File: src/hdl/gpp_pkg.sv
`default_nettype none
package gpp_pkg;
  // register indices: the bus byte address is four times the index
  localparam logic [15:0] ADDR_P6_DIR    = 16'hffb0;
  localparam logic [15:0] ADDR_P6_LATCH  = 16'hffb4;
  localparam logic [15:0] ADDR_P6_PULLUP = 16'hffb8;
  localparam logic [15:0] ADDR_P7_LEVELS = 16'hffbe;
  localparam logic [15:0] ADDR_TIMER_CTL = 16'hffc0;
  localparam int          TIMER_CMPA_OE_BIT = 0;
  localparam int          TIMER_CKS_LSB  = 1;
  localparam logic [1:0]  CKS_EXTERNAL   = 2'h3;
  localparam logic [7:0]  RESET_BYTE     = 8'h00;
  localparam logic [1:0]  RESP_OKAY      = 2'h0;
  localparam logic [1:0]  RESP_SLVERR    = 2'h2;
  localparam int          SYNC_STAGES    = 3;
endpackage
`default_nettype wire

File: src/hdl/gpp_port.sv
// The AXI4-Lite slave port was left to the implementer.
`timescale 1ns/1ps
`default_nettype none
module gpp_port (
  input  wire logic        clk_sys_i,
  input  wire logic        srst_i,
  input  wire logic        hw_standby_i,
  // axi4-lite slave
  input  wire logic [17:0] s_axi_awaddr,
  input  wire logic        s_axi_awvalid,
  output logic             s_axi_awready,
  input  wire logic [31:0] s_axi_wdata,
  input  wire logic [3:0]  s_axi_wstrb,
  input  wire logic        s_axi_wvalid,
  output logic             s_axi_wready,
  output logic [1:0]       s_axi_bresp,
  output logic             s_axi_bvalid,
  input  wire logic        s_axi_bready,
  input  wire logic [17:0] s_axi_araddr,
  input  wire logic        s_axi_arvalid,
  output logic             s_axi_arready,
  output logic [31:0]      s_axi_rdata,
  output logic [1:0]       s_axi_rresp,
  output logic             s_axi_rvalid,
  input  wire logic        s_axi_rready,
  // bidirectional port pins 3..0
  input  wire logic [3:0]  bidir_pin_i,
  output logic      [3:0]  bidir_pin_o,
  output logic      [3:0]  bidir_pin_oe_n_o,
  output logic      [3:0]  bidir_pullup_o,
  // input-only port pins
  input  wire logic [7:0]  input_only_pin_i,
  // timer side
  input  wire logic        timer_compare_out_a_i,
  output logic             timer_capture_in_a_o,
  output logic             timer_capture_in_b_o,
  output logic             timer_external_clock_in_o,
  output logic      [3:0]  key_sense_input_o,
  // shared-address direction register of the neighbouring port
  output logic      [7:0]  shared_addr_direction_reg_o,
  output logic             shared_addr_direction_we_o
);
  import gpp_pkg::*;

  // ==========================================================
  // registers
  logic [3:0] dir_ff, latch_ff, pullup_ff, nxt_dir, nxt_latch, nxt_pullup;
  logic [2:0] tctl_ff, nxt_tctl;
  logic [7:0] shdir_ff, nxt_shdir;
  logic       shdir_we_ff, nxt_shdir_we;
  logic [3:0] pin_s;
  logic [7:0] p7_s;

  gpp_sync #(.W(4)) u_sync_p6 (
    .clk_sys_i (clk_sys_i),
    .srst_i    (srst_i),
    .async_i   (bidir_pin_i),
    .sync_o    (pin_s)
  );
  gpp_sync #(.W(8)) u_sync_p7 (
    .clk_sys_i (clk_sys_i),
    .srst_i    (srst_i),
    .async_i   (input_only_pin_i),
    .sync_o    (p7_s)
  );

  // ==========================================================
  // axi write channel
  logic        aw_ff, w_ff, bv_ff, nxt_aw, nxt_w, nxt_bv;
  logic [17:0] awa_ff, nxt_awa;
  logic [31:0] wd_ff, nxt_wd;
  logic [3:0]  wd_strb_ff, nxt_wd_strb;
  logic [1:0]  br_ff, nxt_br;
  logic        do_wr;
  logic [3:0]  wdata4;

  assign s_axi_awready = !aw_ff && !bv_ff;
  assign s_axi_wready  = !w_ff && !bv_ff;
  assign do_wr  = aw_ff && w_ff && !bv_ff;
  assign wdata4 = wd_ff[3:0];

  always_comb begin
    nxt_aw = aw_ff;  nxt_w = w_ff;  nxt_bv = bv_ff;
    nxt_awa = awa_ff;  nxt_wd = wd_ff;  nxt_br = br_ff;
    nxt_dir = dir_ff;  nxt_latch = latch_ff;  nxt_pullup = pullup_ff;
    nxt_tctl = tctl_ff;  nxt_shdir = shdir_ff;  nxt_shdir_we = 1'b0;
    nxt_wd_strb = wd_strb_ff;
    if (s_axi_awvalid && s_axi_awready) begin
      nxt_aw = 1'b1;
      nxt_awa = s_axi_awaddr;
    end
    if (s_axi_wvalid && s_axi_wready) begin
      nxt_w = 1'b1;
      nxt_wd = s_axi_wdata;
      nxt_wd_strb = s_axi_wstrb;
    end
    if (do_wr) begin
      nxt_aw = 1'b0;
      nxt_w  = 1'b0;
      nxt_bv = 1'b1;
      nxt_br = RESP_OKAY;
      if (wd_strb_ff[0]) begin
        unique case (awa_ff[17:2])
          ADDR_P6_DIR:    nxt_dir = wdata4;
          ADDR_P6_LATCH:  nxt_latch = wdata4;
          ADDR_P6_PULLUP: nxt_pullup = wdata4;
          ADDR_TIMER_CTL: nxt_tctl = wd_ff[2:0];
          ADDR_P7_LEVELS: begin
            nxt_shdir = wd_ff[7:0];
            nxt_shdir_we = 1'b1;
          end
          default: nxt_br = RESP_SLVERR;
        endcase
      end
    end
    if (bv_ff && s_axi_bready) begin
      nxt_bv = 1'b0;
    end
    if (hw_standby_i) begin
      nxt_pullup = RESET_BYTE[3:0];
      nxt_dir    = RESET_BYTE[3:0];
      nxt_latch  = RESET_BYTE[3:0];
    end
  end

  always_ff @(posedge clk_sys_i) begin
    if (srst_i) begin
      aw_ff <= 1'b0;  w_ff <= 1'b0;  bv_ff <= 1'b0;
      awa_ff <= '0;  wd_ff <= '0;  br_ff <= RESP_OKAY;
      wd_strb_ff <= '0;
      dir_ff <= RESET_BYTE[3:0];
      latch_ff <= RESET_BYTE[3:0];
      pullup_ff <= RESET_BYTE[3:0];
      tctl_ff <= '0;
      shdir_ff <= RESET_BYTE;
      shdir_we_ff <= 1'b0;
    end else begin
      aw_ff <= nxt_aw;  w_ff <= nxt_w;  bv_ff <= nxt_bv;
      awa_ff <= nxt_awa;  wd_ff <= nxt_wd;  br_ff <= nxt_br;
      wd_strb_ff <= nxt_wd_strb;
      dir_ff <= nxt_dir;
      latch_ff <= nxt_latch;
      pullup_ff <= nxt_pullup;
      tctl_ff <= nxt_tctl;
      shdir_ff <= nxt_shdir;
      shdir_we_ff <= nxt_shdir_we;
    end
  end

  assign s_axi_bvalid = bv_ff;
  assign s_axi_bresp  = br_ff;
  assign shared_addr_direction_reg_o = shdir_ff;
  assign shared_addr_direction_we_o  = shdir_we_ff;

  // ==========================================================
  // pin muxing
  logic cmp_a_oe;
  logic [3:0] drive_en, drive_val;
  assign cmp_a_oe = tctl_ff[TIMER_CMPA_OE_BIT];

  always_comb begin
    drive_val = latch_ff;
    drive_en  = dir_ff;
    if (cmp_a_oe) begin
      drive_en[1]  = 1'b1;
      drive_val[1] = timer_compare_out_a_i;
    end
  end

  assign bidir_pullup_o   = pullup_ff & ~dir_ff;
  assign bidir_pin_o      = drive_val;
  assign bidir_pin_oe_n_o = ~drive_en;

  assign timer_capture_in_b_o = pin_s[3];
  assign timer_capture_in_a_o = pin_s[2];
  assign timer_external_clock_in_o =
    (tctl_ff[TIMER_CKS_LSB +: 2] == CKS_EXTERNAL) ? pin_s[0] : 1'b0;
  assign key_sense_input_o = pin_s;

  // ==========================================================
  // axi read channel
  logic        rv_ff, nxt_rv;
  logic [31:0] rd_ff, nxt_rd;
  logic [1:0]  rr_ff, nxt_rr;
  assign s_axi_arready = !rv_ff;

  always_comb begin
    nxt_rv = rv_ff;  nxt_rd = rd_ff;  nxt_rr = rr_ff;
    if (s_axi_arvalid && s_axi_arready) begin
      nxt_rv = 1'b1;
      nxt_rd = '0;
      nxt_rr = RESP_OKAY;
      unique case (s_axi_araddr[17:2])
        ADDR_P6_DIR:    nxt_rd[3:0] = dir_ff;
        // latch for outputs, pin for inputs
        ADDR_P6_LATCH:  nxt_rd[3:0] = (dir_ff & latch_ff) | (~dir_ff & pin_s);
        ADDR_P6_PULLUP: nxt_rd[3:0] = pullup_ff;
        ADDR_TIMER_CTL: nxt_rd[2:0] = tctl_ff;
        ADDR_P7_LEVELS: nxt_rd[7:0] = p7_s;
        default: nxt_rr = RESP_SLVERR;
      endcase
    end else if (rv_ff && s_axi_rready) begin
      nxt_rv = 1'b0;
    end
  end

  always_ff @(posedge clk_sys_i) begin
    if (srst_i) begin
      rv_ff <= 1'b0;
      rd_ff <= '0;
      rr_ff <= RESP_OKAY;
    end else begin
      rv_ff <= nxt_rv;
      rd_ff <= nxt_rd;
      rr_ff <= nxt_rr;
    end
  end

  assign s_axi_rvalid = rv_ff;
  assign s_axi_rdata  = rd_ff;
  assign s_axi_rresp  = rr_ff;
endmodule
`default_nettype wire

File: src/hdl/gpp_sync.sv
`timescale 1ns/1ps
`default_nettype none
// three-stage pin synchroniser; change accepted when stages two and three agree
module gpp_sync #(
  parameter int W = 8
) (
  input  wire logic         clk_sys_i,
  input  wire logic         srst_i,
  input  wire logic [W-1:0] async_i,
  output logic      [W-1:0] sync_o
);
  import gpp_pkg::*;
  logic [W-1:0] s1_ff, s2_ff, s3_ff, out_ff;
  logic [W-1:0] nxt_out;

  always_comb begin
    nxt_out = out_ff;
    for (int i = 0; i < W; i++) begin
      if (s2_ff[i] == s3_ff[i]) begin
        nxt_out[i] = s3_ff[i];
      end
    end
  end

  always_ff @(posedge clk_sys_i) begin
    if (srst_i) begin
      s1_ff  <= '0;
      s2_ff  <= '0;
      s3_ff  <= '0;
      out_ff <= '0;
    end else begin
      s1_ff  <= async_i;
      s2_ff  <= s1_ff;
      s3_ff  <= s2_ff;
      out_ff <= nxt_out;
    end
  end

  assign sync_o = out_ff;
endmodule
`default_nettype wire

File: config.mk
export PLATFORM = sky130hd
export DESIGN_NAME = gpp_port
export DESIGN_NICKNAME = d
export VERILOG_FILES = /design/src/hdl/gpp_pkg.sv /design/src/hdl/gpp_port.sv /design/src/hdl/gpp_sync.sv
export SDC_FILE = /design/constraint.sdc
export NUM_CORES = 1
export LEC_CHECK = 0
export BUFFER_PORTS_ARGS = -buffer_cell sky130_fd_sc_hd__clkbuf_2
export CORE_ASPECT_RATIO = 0.6
export CORE_MARGIN = 2
export CORE_UTILIZATION = 40
export CTS_BUF_LIST = sky130_fd_sc_hd__clkbuf_16
export CTS_CLUSTER_SIZE = 40
export DETAILED_ROUTE_END_ITERATION = 10
export GPL_ROUTABILITY_DRIVEN = 0
export PLACE_DENSITY = 0.71
export REMOVE_ABC_BUFFERS = 1
export SLEW_MARGIN = 25
export SYNTH_ARGS = -nofsm -noshare
export SYNTH_HDL_FRONTEND = slang
export SYNTH_SLANG_ARGS = --single-unit
File: constraint.sdc
create_clock -name clk_sys_i -period 2.2 [get_ports clk_sys_i]
set_input_delay 0.11 -clock clk_sys_i [delete_from_list [all_inputs] [get_ports clk_sys_i]]
set_output_delay 0.11 -clock clk_sys_i [all_outputs]
set_load 0.01 [all_outputs]
==> out/metrics.yaml <==
global_routing:
  grt_max_degree: 55
  overflow: 0
  first_global_vias: 3500
  grt_pass1_wl_um: 17010
  grt.total_usage_pct: 17.78
  antenna_found_initial: 0
timing:
  worst_pin_slew_ps: 635.8
  fin_ws_ps: 564.0
  setup_violations: 0
  rsz0062_at_grt: "false"
  min_period_ps: 1636
  hold_viol_final: 0
  slew_headroom_pct: 57.52
  fin_crit_sh_pct: 74.36
  final-max-slew-violation-count: 0
  fmax_ghz: 0.6112
  skew_ps: 8.016
  final.setup.tns_ps: 0
logic_synthesis:
  synth.distinct_cells: 54
  ys_seq_area_share_pct: 49.85
  synth-main-ff-cell: "dfxtp_1"
  synth_seq_cells: 111
  synth-simple-area-share_pct: 24.14
  synth_xor_xnor_area_share_pct: 0
  syn_inst: 494
  syn_area_mm2: 0.004458
  synth_edf_count: 0
  synth-compound-area-share_pct: 14.09
  synthAdderAreaFrac_pct: 0
  synth_warnings: 0
  syn_avg_cell_area_um2: 9.024
  muxShareOfSynthArea_pct: 2.947
  ys_async_sr_fraction_pct: 0
  synth_top_family_by_area: "simple AND/OR/NAND/NOR gates"
placement:
  numPortBuffers: 104
  pre_cts_ws_ps: 570.7
  hpwl_um: 7557
floorplanning:
  rows: 29
  initial_utilization_pct: 41.65
  fp.dieW_um: 140.3
  io_pins: 162
  core_mm2: 0.01070
  die_y_um: 85.78
  dieArea_mm2: 0.01203
setup_path:
  reg2reg_depth: 4
  critPathLaunchType: "flop"
  timing.rr.start: "awa_ff[3]"
  end_kind: "flop"
  required_ps: 2470
  r2r-end: "pullup_ff[3]"
  worstSetupPathType: "flop to flop"
  regToRegSetupSlack_ps: 560
  path_cells: "nor4b_2 -> and4_1 -> and3_1 -> mux2i_1"
  cpMaxStageDelayCell: "dfxtp_1"
  cp_max_fo: 5
  arrival_ps: 1910
  cp_slowest_stage_delay_ps: 360
drt:
  met2RoutedLength_um: 4249
  drt_pass1_iterations: 4
  drt_wl_total_um: 10440
  ant_nets: 0
  wl_met1_um: 5302
  topRoutingLayerUsed: "met4"
  vias_per_cell: 4.976
  dr_wl_met3_um: 698
  drc: 0
  vias: 3782
  drt_iter0_markers: 232
  wl_per_cell_um: 13.73
finish:
  layout.nets: 709
  area_delta_synth_final_pct: 25.09
  layout-drive-gt1-share_pct: 22.06
  fill_cells: 982
  diodes: 0
cts:
  worstSkewPairLatency_ps: 350
  numCtsBuffers: 9
  cts-root-buf: "clkbuf_16"
  cts.htree.levels: 3
  cts-resized-gates: 0
  cts_tree: "done"
  clock_path_buffers: 2
  path_clk_slew_ps: 70
  numClockSinks: 111
power_and_ir_drop:
  irDropWorstVdd_mv: 0.3879
  p_leak_nw: 2.302
  cellPowerDensity_mw_per_mm2: 745.6
  p_total_w: 0.004158
worst_hold_path:
  whs_endpoint: "u_sync_p7.s1_ff[2]"
  min_delay_path_depth: 2
  worstHoldStart: "input_only_pin_i[2]"
  worstHoldPathType: "input port to flop"
run_status:
  status: "finished, final reports clean"
run:
  maxCapViolCount: 0
placed cells by master (no fill, tap or decap), types with 2 or more instances in the layout:
master | netlist | final
clkbuf_2 | 0 | 103
nor2b_1 | 42 | 42
inv_1 | 8 | 9
dlygate4sd3_1 | 0 | 33
and2_1 | 4 | 4
clkinv_2 | 0 | 2
o31ai_1 | 9 | 9
o21ai_0 | 18 | 18
nor4_1 | 4 | 4
bufinv_16 | 0 | 2
mux2i_1 | 12 | 12
a32oi_1 | 4 | 4
a211oi_1 | 2 | 2
clkinvlp_4 | 0 | 2
dfxtp_1 | 111 | 111
clkbuf_16 | 0 | 9
a32o_1 | 3 | 3
nand4_1 | 11 | 11
nand2_1 | 84 | 84
and3b_1 | 4 | 4
o21ai_1 | 2 | 2
nor2_1 | 15 | 15
nand4b_1 | 2 | 2
nand3b_1 | 2 | 2
and4_1 | 3 | 3
buf_4 | 32 | 5
a21oi_1 | 58 | 58
nand3_1 | 8 | 8
conb_1 | 1 | 26
a311oi_1 | 3 | 3
and3_1 | 4 | 4
synthesized netlist by cell type (2+ instances only):
| cell type | number | area, um2 |
|---|---|---|
| nand4b_1 | 2 | 17.52 |
| and3_1 | 4 | 25.02 |
| and3b_1 | 4 | 35.03 |
| a311oi_1 | 3 | 26.28 |
| a32oi_1 | 4 | 35.03 |
| a21oi_1 | 58 | 290.3 |
| dfxtp_1 | 111 | 2222 |
| nor2b_1 | 42 | 262.8 |
| a32o_1 | 3 | 30.03 |
| o21ai_0 | 18 | 90.09 |
| buf_4 | 32 | 240.2 |
| nor4_1 | 4 | 25.02 |
| buf_2 | 5 | 25.02 |
| and4_1 | 3 | 26.28 |
| inv_1 | 8 | 30.03 |
| and2_1 | 4 | 25.02 |
| mux2i_1 | 12 | 120.1 |
| clkbuf_1 | 15 | 56.30 |
| nand2_1 | 84 | 315.3 |
| nand4_1 | 11 | 68.82 |
| a211oi_1 | 2 | 15.01 |
| o21ai_1 | 2 | 10.01 |
| nand3_1 | 8 | 40.04 |
| nand3b_1 | 2 | 15.01 |
| buf_6 | 2 | 22.52 |
| nor2_1 | 15 | 56.30 |
| o31ai_1 | 9 | 67.56 |
registers in the layout (all words and copies together) (netlist names), 3 cells and up:
| name | flops |
|---|---|
| u_sync_p7.sync_o | 8 |
| u_sync_p7.s1_ff | 8 |
| s_axi_rdata | 8 |
| awa_ff | 16 |
| latch_ff | 4 |
| tctl_ff | 3 |
| dir_ff | 4 |
| u_sync_p7.s3_ff | 8 |
| pullup_ff | 4 |
| shared_addr_direction_reg_o | 8 |
| wd_ff | 8 |
| u_sync_p6.s1_ff | 4 |
| u_sync_p7.s2_ff | 8 |
| u_sync_p6.s2_ff | 4 |
| u_sync_p6.s3_ff | 4 |
| u_sync_p6.sync_o | 4 |
what timing repair did:
item,CTS,global route
endpoints found under the setup margin,0,0
buffers inserted,0,0
hold buffers,33,0
hold endpoints to repair,33,0
layer usage:
layer	vias to the layer above	GRT usage (%)
li1	1900	-
met1	1732	25.75
met2	132	25.13
met3	18	5.081
met4	0	6.520
met5	-	0
logic make-up after synthesis:
kind of cell           Yosys count
other                            1
multiplexers                    13
buffers and inverters           64
AND/OR/NAND/NOR                199
AO/OA/AOI/OAI                  106
flip-flops                     111
stage by stage:
step	util (%)	hold slack (ps)	instance area (um2)	cells
floorplan	-	174.6	4185	463
global placement	46.08	300.0	4932	711
detailed placement	46.08	300.9	4932	711
CTS	52.10	1.776	5577	760
global route	52.10	12.81	5577	760
finish	52.10	3.891	5577	760
layout make-up:
cell class              count  area, um2  area share (%)
clock buffers               9      225.2           4.039
multi-input cells         344       1933           34.66
well taps                 139      173.9           3.119
repair buffers            142      903.4           16.20
inverters                   8      30.03          0.5385
clock inverters             7      88.84           1.593
flip-flops and latches    111       2222           39.85
worst max-delay path by stage:
stage | startpoint | to | cells after the start
after CTS | awa_ff[3] | pullup_ff[3] | 4
final | awa_ff[3] | pullup_ff[3] | 4
after floorplan | s_axi_bvalid | latch_ff[0] | 4
after global placement | awa_ff[3] | pullup_ff[3] | 4
after global routing | awa_ff[3] | pullup_ff[0] | 4
after detailed placement | awa_ff[3] | pullup_ff[3] | 4
power breakdown:
| part | internal [W] | switching (W) | leakage (nW) |
|---|---|---|---|
| Combinational | 0.000151 | 0.000185 | 1.24 |
| Clock | 0.000989 | 0.000706 | 0.153 |
| Sequential | 0.00208 | 0.0000479 | 0.906 |
worst max-delay path, delay by kind of cell (launching register included):
kind / cells / cell delay, ps
DFF: 1 / 360
and+or+nand+nor: 3 / 980
muxes: 1 / 220
Power figures use the tool's default switching activity.
